`src/pkg/ptd_defs.svh`:
```
// Purpose: shared constants of the pci target decode pair
// Assumes: 25 MHz link clock
// Notes:   definitions only
`ifndef PTD_DEFS_SVH
`define PTD_DEFS_SVH

// configuration space offsets
`define PTD_CFG_CMD      8'h04
`define PTD_CFG_IOBASE   8'h10
`define PTD_CFG_MEMBASE  8'h14
`define PTD_CFG_ROMBASE  8'h30
// command register enables
`define PTD_CMD_IO_BIT   0
`define PTD_CMD_MEM_BIT  1
`define PTD_CMD_RESET    16'h0000
// rom base decode enable and io indicator
`define PTD_ROM_EN_BIT   0
`define PTD_IO_IND       8'h01
// general control register in the control window
`define PTD_CTL_GC       8'h0c
`define PTD_GC_PD_BIT    0
`define PTD_GC_SRST_BIT  1
`define PTD_FULL_BE      4'hf
// timing
`define PTD_CLK_NS       40
`define PTD_STROBE_NS    200
`define PTD_STROBE_CYC   ((`PTD_STROBE_NS + `PTD_CLK_NS - 1) / `PTD_CLK_NS)
`define PTD_SRST_CYC     15
// host command port offsets
`define PTD_H_ADDR       8'h00
`define PTD_H_WDATA      8'h04
`define PTD_H_CTRL       8'h08
`define PTD_H_STAT       8'h0c
`define PTD_H_RDATA      8'h10
// host ctrl and status bits
`define PTD_HC_GO        0
`define PTD_HC_SP_LO     1
`define PTD_HC_WR        3
`define PTD_HC_BE_LO     4
`define PTD_HS_BUSY      0
`define PTD_HS_RETRY     1
`define PTD_HS_ABORT     2
`define PTD_HS_INTA      3

`endif

```
`src/pkg/ptd_pkg.sv`:
```
// Purpose: types of the pci target decode pair
// Assumes: nothing
// Notes:   constants live in ptd_defs.svh
package ptd_pkg;
	typedef enum logic [1:0] {sp_cfg, sp_io, sp_mem} ptd_space_t;
endpackage : ptd_pkg

```
`src/pkg/ptd_link_if.sv`:
```
// Purpose: request and answer link between host and device
// Assumes: one clock, answers one cycle wide
// Notes:   request held until ack
`timescale 1ns/100ps
`default_nettype none
interface ptd_link_if;
	logic                 req;
	ptd_pkg::ptd_space_t  space;
	logic                 wr;
	logic [31:0]          addr;
	logic [3:0]           be;
	logic [31:0]          wdata;
	logic                 ack;
	logic                 retry;
	logic                 abort;
	logic [31:0]          rdata;
	logic                 inta;
	modport dev  (input req, space, wr, addr, be, wdata,
	              output ack, retry, abort, rdata, inta);
	modport host (output req, space, wr, addr, be, wdata,
	              input ack, retry, abort, rdata, inta);
endinterface : ptd_link_if
`default_nettype wire

```
`src/logic/ptd_dev.sv`:
```
// Purpose: target decode, soft reset and flash window of the device
// Assumes: presetn is the hard reset pin; flash read data valid next cycle
// Notes:   control registers other than general control live elsewhere
`timescale 1ns/100ps
`default_nettype none
`include "ptd_defs.svh"

// Functional notes
// - soft reset returns state machines, pointers
// - soft reset only while power down clear
// - soft reset keeps configuration registers
// - fifteen clock reinit, host stays away
// - driver soft resets before bus mastering
// - 256 byte relocatable io window
// - 4 KB memory window, low 256 decode
// - 64 KB rom window, interrupt on inta
// - memory map enable latched at hard reset
// - io base 10h, memory base 14h
// - command enables gate decode, cleared reset
// - control registers dword access only
// - rom decodes with rom and memory enables
// - rom enable hides memory mapped control
// - rom reads return all four bytes
// - each enabled byte gets 200 ns strobe
// - access during flash write gets retry
// - rom decode disabled after reset
// - power down gates clock, limits access
// - hard reset reloads strap, enters power down
module ptd_dev #(
	parameter int STROBE_CYC = `PTD_STROBE_CYC,
	parameter int SRST_CYC   = `PTD_SRST_CYC
) (
	// clock and hard reset
	input  wire logic        pclk,
	input  wire logic        presetn,
	// link
	ptd_link_if.dev          lnk,
	// strap and interrupt source
	input  wire logic        ee_mem_map_en,
	input  wire logic        irq_req,
	// chip side controls
	output logic             soft_reset,
	output logic             sys_clk_en,
	// flash
	output logic [15:0]      fl_addr,
	output logic [7:0]       fl_wdata,
	output logic             fl_we,
	input  wire logic [31:0] fl_rdata
);
	generate
		if (STROBE_CYC < 1 || STROBE_CYC > 8 || SRST_CYC < 1 || SRST_CYC > 15)
			$error("ptd_dev: timing parameter out of range");
	endgenerate

	typedef enum {st_idle, st_romrd, st_flwr} ptd_dst_t;

	typedef struct packed {
		ptd_dst_t     st;
		logic         ack;
		logic         retry;
		logic         abort;
		logic [31:0]  rdata;
		logic         inta;
		logic [15:0]  cmd;
		logic [23:0]  io_base;
		logic [19:0]  mem_base;
		logic [15:0]  rom_base;
		logic         rom_en;
		logic         pd;
		logic         mm_en;
		logic         mm_loaded;
		logic [3:0]   srst_cnt;
		logic [15:0]  fl_addr;
		logic [7:0]   fl_wdata;
		logic         fl_we;
		logic [3:0]   fl_mask;
		logic [31:0]  fl_buf;
		logic [2:0]   fl_cnt;
	} ptd_dstate_t;

	ptd_dstate_t s_ff;
	ptd_dstate_t nxt_s;

	function automatic logic [31:0] merge(input logic [31:0] o,
	                                      input logic [31:0] w,
	                                      input logic [3:0]  be);
		logic [31:0] r;
		r = o;
		for (int i = 0; i < 4; i++) begin
			if (be[i])
				r[8*i +: 8] = w[8*i +: 8];
		end
		return r;
	endfunction : merge

	logic        take;
	logic        mem_on;
	logic        io_hit;
	logic        ctl_hit;
	logic        rom_hit;
	logic [1:0]  idx;
	logic [31:0] w32;

	always_comb begin
		nxt_s = s_ff;
		nxt_s.ack = 1'b0;
		nxt_s.retry = 1'b0;
		nxt_s.abort = 1'b0;
		nxt_s.inta = irq_req;
		take = lnk.req && !s_ff.ack;
		mem_on = s_ff.cmd[`PTD_CMD_MEM_BIT];
		io_hit = lnk.space == ptd_pkg::sp_io && s_ff.cmd[`PTD_CMD_IO_BIT]
		         && lnk.addr[31:8] == s_ff.io_base;
		// memory control gated by rom enable
		// only the low 256 bytes decode
		ctl_hit = io_hit || (lnk.space == ptd_pkg::sp_mem && mem_on
		          && s_ff.mm_en && !s_ff.rom_en
		          && lnk.addr[31:12] == s_ff.mem_base
		          && lnk.addr[11:8] == 4'h0);
		rom_hit = lnk.space == ptd_pkg::sp_mem && mem_on && s_ff.rom_en
		          && lnk.addr[31:16] == s_ff.rom_base;
		idx = 2'd3;
		for (int i = 3; i >= 0; i--) begin
			if (s_ff.fl_mask[i])
				idx = 2'(i);
		end
		w32 = 32'h0;

		// strap taken once after hard reset
		if (!s_ff.mm_loaded) begin
			nxt_s.mm_en = ee_mem_map_en;
			nxt_s.mm_loaded = 1'b1;
		end
		if (s_ff.srst_cnt != 4'h0)
			nxt_s.srst_cnt = s_ff.srst_cnt - 4'h1;

		case (s_ff.st)
			st_idle: begin
				if (take) begin
					nxt_s.ack = 1'b1;
					nxt_s.rdata = 32'h0;
					if (s_ff.srst_cnt != 4'h0) begin
						nxt_s.retry = 1'b1;
					end else if (lnk.space == ptd_pkg::sp_cfg) begin
						if (lnk.addr[7:0] == `PTD_CFG_CMD) begin
							w32 = merge({16'h0, s_ff.cmd}, lnk.wdata, lnk.be);
							nxt_s.rdata = {16'h0, s_ff.cmd};
							if (lnk.wr)
								nxt_s.cmd = w32[15:0];
						end else if (lnk.addr[7:0] == `PTD_CFG_IOBASE) begin
							w32 = merge({s_ff.io_base, 8'h0}, lnk.wdata, lnk.be);
							nxt_s.rdata = {s_ff.io_base, `PTD_IO_IND};
							if (lnk.wr)
								nxt_s.io_base = w32[31:8];
						end else if (lnk.addr[7:0] == `PTD_CFG_MEMBASE) begin
							w32 = merge({s_ff.mem_base, 12'h0}, lnk.wdata, lnk.be);
							nxt_s.rdata = {s_ff.mem_base, 12'h0};
							if (lnk.wr)
								nxt_s.mem_base = w32[31:12];
						end else if (lnk.addr[7:0] == `PTD_CFG_ROMBASE) begin
							w32 = merge({s_ff.rom_base, 15'h0, s_ff.rom_en},
							            lnk.wdata, lnk.be);
							nxt_s.rdata = {s_ff.rom_base, 15'h0, s_ff.rom_en};
							if (lnk.wr) begin
								nxt_s.rom_base = w32[31:16];
								nxt_s.rom_en = w32[`PTD_ROM_EN_BIT];
							end
						end
					end else if (ctl_hit) begin
						// only general control while powered down
						if (lnk.be == `PTD_FULL_BE
						    && lnk.addr[7:0] == `PTD_CTL_GC) begin
							nxt_s.rdata[`PTD_GC_PD_BIT] = s_ff.pd;
							if (lnk.wr) begin
								nxt_s.pd = lnk.wdata[`PTD_GC_PD_BIT];
								if (lnk.wdata[`PTD_GC_SRST_BIT] && !s_ff.pd) begin
									nxt_s.pd = 1'b0;
									nxt_s.srst_cnt = 4'(SRST_CYC);
									nxt_s.fl_mask = 4'h0;
									nxt_s.fl_we = 1'b0;
								end
							end
						end
					end else if (rom_hit) begin
						if (!s_ff.pd) begin
							nxt_s.fl_addr = {lnk.addr[15:2], 2'b00};
							if (lnk.wr) begin
								nxt_s.fl_mask = lnk.be;
								nxt_s.fl_buf = lnk.wdata;
								nxt_s.fl_cnt = 3'h0;
								nxt_s.st = st_flwr;
							end else begin
								nxt_s.ack = 1'b0;
								nxt_s.st = st_romrd;
							end
						end
					end else begin
						nxt_s.abort = 1'b1;
					end
				end
			end
			st_romrd: begin
				nxt_s.rdata = fl_rdata;
				nxt_s.ack = 1'b1;
				nxt_s.st = st_idle;
			end
			st_flwr: begin
				// retry while a byte is being written
				if (take) begin
					nxt_s.ack = 1'b1;
					nxt_s.retry = 1'b1;
				end
				if (s_ff.fl_mask == 4'h0) begin
					nxt_s.st = st_idle;
				end else if (!s_ff.fl_we) begin
					nxt_s.fl_we = 1'b1;
					nxt_s.fl_cnt = 3'(STROBE_CYC - 1);
					nxt_s.fl_addr[1:0] = idx;
					nxt_s.fl_wdata = 8'(s_ff.fl_buf >> {idx, 3'b000});
				end else if (s_ff.fl_cnt != 3'h0) begin
					// strobe held for its full width
					nxt_s.fl_cnt = s_ff.fl_cnt - 3'h1;
				end else begin
					nxt_s.fl_we = 1'b0;
					nxt_s.fl_mask[idx] = 1'b0;
				end
			end
			default: nxt_s.st = st_idle;
		endcase
	end

	always_ff @(posedge pclk or negedge presetn) begin
		if (!presetn) begin
			s_ff <= '0;
			s_ff.st <= st_idle;
			s_ff.cmd <= `PTD_CMD_RESET;
			s_ff.rom_en <= 1'b0;
			s_ff.pd <= 1'b1;
		end else begin
			s_ff <= nxt_s;
		end
	end

	assign lnk.ack    = s_ff.ack;
	assign lnk.retry  = s_ff.retry;
	assign lnk.abort  = s_ff.abort;
	assign lnk.rdata  = s_ff.rdata;
	assign lnk.inta   = s_ff.inta;
	assign soft_reset = s_ff.srst_cnt != 4'h0;
	// system clock gated in power down
	assign sys_clk_en = !s_ff.pd;
	assign fl_addr    = s_ff.fl_addr;
	assign fl_wdata   = s_ff.fl_wdata;
	assign fl_we      = s_ff.fl_we;
endmodule : ptd_dev
`default_nettype wire

```
`src/flat_wrapper.sv`:
```
// flat-port wrapper written by rule: the top's interface ports become plain ports
module ptd_dev_flat 
#(
	parameter int STROBE_CYC = `PTD_STROBE_CYC,
	parameter int SRST_CYC   = `PTD_SRST_CYC
)
  (pclk, presetn, ee_mem_map_en, irq_req, soft_reset, sys_clk_en, fl_addr, fl_wdata, fl_we, fl_rdata, lnk_req, lnk_space, lnk_wr, lnk_addr, lnk_be, lnk_wdata, lnk_ack, lnk_retry, lnk_abort, lnk_rdata, lnk_inta);
  ptd_link_if lnk_i ();
  input  wire logic pclk;
  input  wire logic presetn;
  input  wire logic ee_mem_map_en;
  input  wire logic irq_req;
  output logic soft_reset;
  output logic sys_clk_en;
  output logic [15:0] fl_addr;
  output logic [7:0] fl_wdata;
  output logic fl_we;
  input  wire logic [31:0] fl_rdata;
  input wire logic [$bits(lnk_i.req)-1:0] lnk_req;
  input wire logic [$bits(lnk_i.space)-1:0] lnk_space;
  input wire logic [$bits(lnk_i.wr)-1:0] lnk_wr;
  input wire logic [$bits(lnk_i.addr)-1:0] lnk_addr;
  input wire logic [$bits(lnk_i.be)-1:0] lnk_be;
  input wire logic [$bits(lnk_i.wdata)-1:0] lnk_wdata;
  output wire logic [$bits(lnk_i.ack)-1:0] lnk_ack;
  output wire logic [$bits(lnk_i.retry)-1:0] lnk_retry;
  output wire logic [$bits(lnk_i.abort)-1:0] lnk_abort;
  output wire logic [$bits(lnk_i.rdata)-1:0] lnk_rdata;
  output wire logic [$bits(lnk_i.inta)-1:0] lnk_inta;
  assign lnk_i.req = lnk_req;
  assign lnk_i.space = lnk_space;
  assign lnk_i.wr = lnk_wr;
  assign lnk_i.addr = lnk_addr;
  assign lnk_i.be = lnk_be;
  assign lnk_i.wdata = lnk_wdata;
  assign lnk_ack = lnk_i.ack;
  assign lnk_retry = lnk_i.retry;
  assign lnk_abort = lnk_i.abort;
  assign lnk_rdata = lnk_i.rdata;
  assign lnk_inta = lnk_i.inta;
  ptd_dev #(.STROBE_CYC(STROBE_CYC), .SRST_CYC(SRST_CYC)) u_core (.pclk(pclk), .presetn(presetn), .lnk(lnk_i), .ee_mem_map_en(ee_mem_map_en), .irq_req(irq_req), .soft_reset(soft_reset), .sys_clk_en(sys_clk_en), .fl_addr(fl_addr), .fl_wdata(fl_wdata), .fl_we(fl_we), .fl_rdata(fl_rdata));
endmodule
```
`config.mk`:
```
export PLATFORM = sky130hd
export DESIGN_NAME = ptd_dev_flat
export DESIGN_NICKNAME = d
export VERILOG_FILES = /design/src/pkg/ptd_pkg.sv /design/src/pkg/ptd_link_if.sv /design/src/logic/ptd_dev.sv /design/src/flat_wrapper.sv
export VERILOG_INCLUDE_DIRS = /design/src /design/src/pkg
export SDC_FILE = /design/constraint.sdc
export NUM_CORES = 1
export LEC_CHECK = 0
export ABC_AREA = 0
export BUFFER_PORTS_ARGS = -buffer_cell sky130_fd_sc_hd__buf_2
export CAP_MARGIN = 30
export CORE_UTILIZATION = 25
export DETAILED_ROUTE_END_ITERATION = 16
export HOLD_SLACK_MARGIN = 0.03
export SLEW_MARGIN = 10
export SYNTH_ARGS = -nofsm -noshare
export SYNTH_HDL_FRONTEND = slang
export SYNTH_SLANG_ARGS = --single-unit
```
`constraint.sdc`:
```
create_clock -name pclk -period 2.3 [get_ports pclk]
set_input_delay 0.46 -clock pclk [delete_from_list [all_inputs] [get_ports pclk]]
set_output_delay 0.46 -clock pclk [all_outputs]
set_load 0.03 [all_outputs]
```
==> results of run 1 <==
==> cell type report <==
| type | count | share of cell area (%) |
|---|---|---|
| Inverter | 17 | 0.495 |
| Clock inverter | 13 | 1.36 |
| Sequential cell | 186 | 36.1 |
| Clock buffer | 19 | 3.43 |
| Tap cell | 511 | 4.96 |
| Multi-Input combinational cell | 572 | 38.2 |
| Timing Repair Buffer | 289 | 15.4 |
| Antenna cell | 4 | 0.0776 |
==> Yosys cell counts, types with 4 or more instances <==
cell / number
xnor2_1: 42
nor3_1: 4
xor2_1: 20
mux2i_1: 33
a2bb2oi_1: 4
nor2_1: 96
a221oi_1: 28
or3_1: 5
nor2_2: 7
and3_1: 4
mux2_1: 17
buf_6: 5
dfrtp_1: 185
nand4_1: 13
a21oi_1: 37
buf_4: 57
nor4_1: 13
clkbuf_1: 27
inv_1: 16
ha_1: 7
mux2_2: 110
nand3_1: 9
o21ai_0: 32
nand2_1: 38
nand2b_1: 5
==> registers in the layout, indices dropped and copies added (netlist names) <==
name	cells
u_core.lnk.inta	1
u_core.lnk.ack	1
u_core.fl_wdata	8
u_core.lnk.retry	1
u_core.s_ff	124
u_core.lnk.abort	1
u_core.lnk.rdata	32
u_core.fl_we	1
u_core.mem_on	1
u_core.fl_addr	16
==> per-stage QoR <==
| step | power [mW] | hold WS [ns] | area, sq um | cells | setup TNS [ns] |
|---|---|---|---|---|---|
| after floorplan | 3.90 | 0.164 | 9700 | 870 | -2.60 |
| after global placement | 4.25 | 0.398 | 11500 | 1557 | -41.84 |
| after detailed placement | 4.25 | 0.394 | 11500 | 1557 | -45.23 |
| after CTS | 7.39 | 0.0947 | 12400 | 1598 | -4.43 |
| after global routing | 7.61 | 0.0938 | 12900 | 1609 | -19.05 |
| final | 7.30 | 0.119 | 12900 | 1611 | -5.89 |
==> cell usage in the layout, fill, tap and decap left out, types with 26 or more instances in the layout <==
cell	synthesis	routed
nor2_1	96	94
dfrtp_1	185	185
mux2_2	110	50
xnor2_1	42	42
buf_4	57	93
o21ai_0	32	26
nand2_1	38	36
buf_2	2	168
a21oi_1	37	35
mux2i_1	33	33
mux2_4	0	76
==> final timing paths <==
path	from	slack (ns)	end	cells after the start
worst min register to register	u_core.lnk.rdata[5]$_DFFE_PN0P_	0.49	u_core.lnk.rdata[5]$_DFFE_PN0P_	2
max in group asynchronous	presetn	1.21	u_core.lnk.rdata[1]$_DFFE_PN0P_	3
worst max register to register	u_core.s_ff[64]$_DFF_PN0_	-0.12	u_core.s_ff[81]$_DFFE_PN0P_	11
worst max-delay path	u_core.s_ff[64]$_DFF_PN0_	-0.12	u_core.s_ff[81]$_DFFE_PN0P_	11
worst min-delay path	irq_req	0.12	u_core.lnk.inta$_DFF_PN0_	1
min in group asynchronous	presetn	0.48	u_core.s_ff[5]$_DFFE_PN0P_	2
==> timing repair <==
| action | in CTS | in global routing |
|---|---|---|
| setup buffers | 7 | 9 |
| cloned | 1 | 1 |
| gates resized for setup | 46 | 102 |
| hold buffers | 1 | 0 |
| pin swaps | 15 | 23 |
| setup endpoints to repair | 158 | 164 |
| endpoints found under the hold margin | 25 | 0 |
==> metal layers <==
layer	vias to the layer above	wire (um)	GRT usage (%)
met5	-	82	0
met3	41	2110	4.55
met4	14	559	5.34
met2	190	15000	25.7
li1	3441	-	-
met1	3799	14200	21.7
==> kinds of logic after synthesis <==
family | synth area share (%)
adders and majority gates | 0.910
AOI/OAI and AO/OA | 8.29
muxes | 18.3
buffers and inverters | 7.02
DFF | 48.4
xor gates and xnor gates | 5.64
and+or+nand+nor | 11.5
other | 0.0389
==> power by group through the flow <==
| stage | registers [mW] | clock network, mW | logic (mW) |
|---|---|---|---|
| 2_1_floorplan | 3.45 | 0 | 0.456 |
| 3_3_place_gp | 3.45 | 0 | 0.804 |
| 3_5_place_dp | 3.45 | 0 | 0.805 |
| 4_1_cts | 3.38 | 3.19 | 0.819 |
| 5_1_grt | 3.39 | 3.31 | 0.915 |
| 6_report | 3.38 | 3.08 | 0.838 |
==> summary.md, run 1 <==
| Metric | Value |
|---|---|
| Outcome | finished with violations |
| Failing checks | negative setup slack |
| Main area contributors after synthesis | dfrtp_1 48%, mux2_2 13%, buf_4 4.4% |
| Max Freq | approximately 410 MHz |
| Power per Cell Area | about 570 mW/mm^2 |
| IO Port Bufs | 170 |
| Layout cell share with drive strength beyond 1 | 46.0% |
| Cell-internal power | around 5.2 mW |
| Element type at the critical path end | register |
| Share of the yosys chip area belonging to registers | between 40 and 50% |
| Area occupied by multi-input gates | about 0.005 sq mm |
| Combinational Power Share | 11.5% |
| Final Wtd Congestion | 0.898 |
| Iteration-0 DRC count of the detailed router | 378 |
| Max-cap violations | 0 |
| Vias per Instance | around 4.6 |
| Pins Over Slew Limit | 0 |
| Switching Share | ~28% |
| Fillcell total | between 3000 and 4000 |
| First-pass GRT wire length | ~47000 um |
| DIE HEIGHT | 198 um |
| Io pins | 171 |
| Post-Syn Nets | just under 1000 |
| Peak supply drop | roughly 0.0005 V |
| CP Class | reg2reg |
| Drt wl/cell | between 15 and 20 um |
| Crit path max-delay family | simple AND/OR/NAND/NOR gates |
| Vias post-DR | 7485 |
| Die width | approximately 200 um |
| Yosys reg bits | around 190 |
| Final Hold Fails | 0 |
| Sw power | between 2 and 2.5 mW |
| Share of the synthesized area in the top cell type | 48.1% |
| Max incr delay on CP | about 0.39 ns |
| Initial Util | approximately 26% |
| Number of synthesized flops with an enable pin | 0 |
| Total CTS buffers | 17 |
| CP max-delay cell | dfrtp_1 |
| Clock transition at path regs | ~0.08 ns |
| CP cell instances | inv_2 -> ha_4 -> nor3b_4 -> inv_2 -> or3_4 -> nor2_4 -> nand4b_1 -> buf_6 -> nor2_4 -> buf_12 -> mux2_4 |
| Die area | 0.0393 sq mm |
| Post-synth top area cell | dfrtp_1 |
| Crit path launch type | register |
| Final period utilization | 105% |
| Final min period | roughly 2.4 ns |
| Clk buf depth | 2 |
| H-Tree Depth | 4 |
| Sink Count | ~190 |
| Overflow after GRT | 0 |
| Post-Syn Instances | 870 |
| CP arrival | roughly 2.8 ns |
| Distinct cells, synth | 60 |
| Vias in the first global route | ~7500 |
| First-pass DRT Iterations | 5 |
| Antenna violations before repair | 11 |
| Residual DRC count | 0 |
| Worst slew pin tran | 0.481 ns |
| Register area | 0.00466 sq mm |
| Worst Skew | ~0.017 ns |
| Min-delay worst type | in2reg |
| Synth Warn # | 0 |
| Post-route ant nets | 0 |
| Leakage | about 6.2 nW |
| Skew-Pair Late Insertion Delay | about 0.45 ns |
| Largest net degree at the start of global routing | 48 |
| Share of flip-flops with an asynchronous set or reset | between 90% and 100% |
| Final WL | between 30000 and 40000 um |
| Pre-CTS setup slack | -0.465 ns |
| # nets final | between 1000 and 1500 |
| Syn Area/Cell | about 11 sq um |
| Rel. slew slack | around two thirds |
| Clock Tree Root | clkbuf_16 |
| CTS tree | built |
| Synth Flop Type | dfrtp_1 |
| # rows | 71 |
| Share of power burned in registers | between 40% and 50% |
| Final core occ | around a third |
| All-Layer GR Usage | ~16% |
| RSZ-0062 raised after global routing | yes |
| DP Wirelength | around 24000 um |
| Buf/Inv on CP | 4 |
| Clk pwr share | a little over two fifths |
| Worst Slack Setup Final | -0.117 ns |
| Critical path peak fanout | 8 |
| CORE AREA | around 0.038 sq mm |
| Synth Cell Area | just under 0.01 sq mm |
| CP required | 2.63 ns |
| # setup viols final | approximately 110 |
| Synth-to-Final Area Change | 33.9% |
Note: power is estimated with default switching activity, not from simulation.
==> run 2: changes to the inputs <==
GPL_TIMING_DRIVEN = 0   (was not set)
clock period = 2 ns   (was 2.3 ns; I/O delays follow)
==> run 2 against run 1 <==
Against the previous run: the flow still finishes with violations (negative setup slack); sequential power is 15% higher; clock power is 12% higher; sequential share of layout area is 1.3 points lower.
==> summary.md, run 2 (same netlist as run 1, synthesis figures left out) <==
| Metric | Value |
|---|---|
| Final period utilization | 124% (was 105%) |
| Max Freq | 403 MHz (was 414 MHz) |
| Worst Slack Setup Final | -0.484 ns (was -0.117 ns) |
| Total CTS buffers | 17 (unchanged) |
| Origin of the critical flop-to-flop path | u_core.s_ff[83]$_DFFE_PN0P_ (was u_core.s_ff[64]$_DFF_PN0_) |
| Clk buf depth | 2 (unchanged) |
| DP Wirelength | 24300 um (was 24100 um) |
| Largest register FFs | 124 (unchanged) |
| Final min period | 2.48 ns (was 2.42 ns) |
| # nets final | 1229 (was 1198) |
| Most frequent cells in the layout | 185 x dfrtp_1, 168 x buf_2, 91 x nor2_1 (was 185 x dfrtp_1, 168 x buf_2, 94 x nor2_1) |
| Iteration-0 DRC count of the detailed router | 454 (was 378) |
| Register area | 0.00466 sq mm (unchanged) |
| Rel. slew slack | 48.0% (was 67.0%) |
| Max-cap violations | 0 (unchanged) |
| Worst slew pin tran | 0.780 ns (was 0.481 ns) |
| First-pass DRT Iterations | 4 (was 5) |
| RSZ-0062 raised after global routing | yes (unchanged) |
| Worst Hold Launch | fl_rdata[18] (was irq_req) |
| # setup viols final | 174 (was 113) |
| H-Tree Depth | 4 (unchanged) |
| R2R depth | 8 (was 11) |
| Fin Hold WS | 0.198 ns (was 0.119 ns) |
| Clock Tree Root | clkbuf_16 (unchanged) |
| CP max-delay cell | dfrtp_1 (unchanged) |
| Outcome | finished with violations (unchanged) |
| Io pins | 171 (unchanged) |
| Final Hold Fails | 0 (unchanged) |
| Peak supply drop | 0.000598 V (was 0.000493 V) |
| CP Class | reg2reg (unchanged) |
| All-Layer GR Usage | 17.0% (was 16.4%) |
| Clock transition at path regs | 0.09 ns (was 0.08 ns) |
| Min-delay worst type | in2reg (unchanged) |
| Failing checks | negative setup slack (unchanged) |
| Pins Over Slew Limit | 0 (unchanged) |
| Die area | 0.0393 sq mm (unchanged) |
| Fillcell total | 3795 (was 3826) |
| Setup TNS | -58.96 ns (was -5.89 ns) |
| Worst Skew | 0.0239 ns (was 0.0167 ns) |
| Residual DRC count | 0 (unchanged) |
| Initial Util | 25.5% (unchanged) |
| DIE HEIGHT | 198 um (unchanged) |
| Synth-to-Final Area Change | 38.9% (was 33.9%) |
| Element type at the critical path end | register (unchanged) |
| Vias post-DR | 7654 (was 7485) |
| Top reg by flops | u_core.s_ff (unchanged) |
| Skew-Pair Late Insertion Delay | 0.45 ns (about the same) |
| CP required | 2.34 ns (was 2.63 ns) |
| Layout cell share with drive strength beyond 1 | 49.5% (was 46.0%) |
| Post-route ant nets | 0 (unchanged) |
| Power per Cell Area | 629 mW/mm^2 (was 566 mW/mm^2) |
| Design Power | 8.42 mW (was 7.30 mW) |
| Hold EP | u_core.lnk.rdata[18]$_DFFE_PN0P_ (was u_core.lnk.inta$_DFF_PN0_) |
| Final Wtd Congestion | 0.880 (was 0.898) |
| CP cell instances | xor2_1 -> nor4_4 -> nand3_2 -> or3_4 -> buf_6 -> a211o_1 -> o31a_1 -> a221o_1 (was inv_2 -> ha_4 -> nor3b_4 -> inv_2 -> or3_4 -> nor2_4 -> nand4b_1 -> buf_6 -> nor2_4 -> buf_12 -> mux2_4) |
| Antenna violations before repair | 8 (was 11) |
| Vias in the first global route | 7888 (was 7472) |
| IO Port Bufs | 169 (was 170) |
| Reg2reg end | u_core.s_ff[36]$_DFFE_PN0P_ (was u_core.s_ff[81]$_DFFE_PN0P_) |
| CTS tree | built (unchanged) |
| Worst R2R Setup Slack | -0.48 ns (was -0.12 ns) |
| CORE AREA | 0.0378 sq mm (unchanged) |
| Overflow after GRT | 0 (unchanged) |
| Leakage | 6.40 nW (was 6.17 nW) |
| Crit path launch type | register (unchanged) |
| Largest net degree at the start of global routing | 93 (was 48) |
| Pre-CTS setup slack | -1.02 ns (was -0.465 ns) |
| Die width | 198 um (unchanged) |
| Vias per Instance | 4.66 (was 4.65) |
| Sink Count | 186 (unchanged) |
| Area occupied by multi-input gates | 0.00514 sq mm (was 0.00492 sq mm) |
| # rows | 71 (unchanged) |
| Drt wl/cell | 20.2 um (was 19.8 um) |
| Max incr delay on CP | 0.40 ns (was 0.39 ns) |
| CP arrival | 2.82 ns (was 2.75 ns) |
| Commonest non-fill, non-tap cell in the layout | dfrtp_1 (unchanged) |
| Final WL | 33100 um (was 31900 um) |
| Critical path peak fanout | 6 (was 8) |
| Hold Crit Depth | 3 (was 1) |
| First-pass GRT wire length | 48800 um (was 46800 um) |
run 2: cell types whose count changed in the layout (fill, tap and decap cells not counted), moves of 7 or more:
cell | previous run | this run
buf_4 | 93 | 83
buf_6 | 11 | 19
a221oi_2 | 3 | 28
clkbuf_1 | 1 | 15
clkbuf_2 | 0 | 7
a221oi_1 | 25 | 0
run 2: stage by stage:
| stage | instances | util [%] | area, sq um |
|---|---|---|---|
| finish | 1642 | 35.4 | 13400 |
| floorplan | 870 | - | 9820 |
| detailed placement | 1554 | 30.1 | 11400 |
| CTS | 1626 | 34.3 | 13000 |
| global placement | 1550 | 29.9 | 11300 |
| global route | 1639 | 35.4 | 13400 |
run 2: how the worst max path moves through the flow:
stage / slack, ns / startpoint / cells past startpoint / to
3_5_place_dp: -1.02 / lnk_space[0] / 9 / u_core.fl_addr[8]$_DFFE_PN0P_
6_report: -0.48 / u_core.s_ff[83]$_DFFE_PN0P_ / 8 / u_core.s_ff[36]$_DFFE_PN0P_
5_1_grt: -0.58 / u_core.s_ff[85]$_DFFE_PN0P_ / 8 / u_core.s_ff[36]$_DFFE_PN0P_
2_1_floorplan: -0.43 / u_core.s_ff[64]$_DFF_PN0_ / 9 / u_core.s_ff[72]$_DFFE_PN0P_
3_3_place_gp: -2.75 / presetn / 1 / u_core.s_ff[103]$_DFFE_PN0P_
4_1_cts: -0.50 / u_core.s_ff[82]$_DFFE_PN0P_ / 8 / u_core.s_ff[37]$_DFFE_PN0P_
run 2: area by class of cell:
| type | count | area share, % |
|---|---|---|
| inverter | 17 | 0.477 |
| clock inverter | 14 | 1.15 |
| antenna | 4 | 0.0748 |
| clock buffer | 18 | 3.21 |
| tap | 511 | 4.78 |
| buffer | 89 | 4.95 |
| sequential | 186 | 34.8 |
| timing repair buffer | 231 | 12.1 |
| multi-input combinational | 572 | 38.5 |
run 2: repair_timing:
action / CTS / global route
gates resized for setup: 130 / 82
hold buffers: 2 / 0
pin swaps: 51 / 51
gates cloned: 2 / 1
setup endpoints to repair: 183 / 182
endpoints found under the hold margin: 18 / 0
setup buffers: 41 / 18
run 2: worst max-delay path, delay by kind of cell, from the launching register on:
| kind | cells | cell delay (ns) |
|---|---|---|
| buf+inv | 1 | 0.15 |
| compound gates | 3 | 0.73 |
| xor+xnor | 1 | 0.18 |
| simple gates | 3 | 0.91 |
| flops | 1 | 0.40 |
run 2: where the power goes:
part | switching (mW) | total [mW] | internal [mW] | leakage, nW
Clock | 1.78 | 3.46 | 1.68 | 0.285
Sequential | 0.0513 | 3.90 | 3.84 | 2.52
Combinational | 0.660 | 1.06 | 0.405 | 3.59
Total | 2.49 | 8.42 | 5.93 | 6.40
run 2: per-layer routing:
layer	up-vias	share of wire, %	GRT usage [%]
met5	-	0.18	0
met4	10	2.3	4.48
met1	3872	44	21.9
met3	52	5.7	4.28
li1	3511	-	-
met2	209	48	28.0
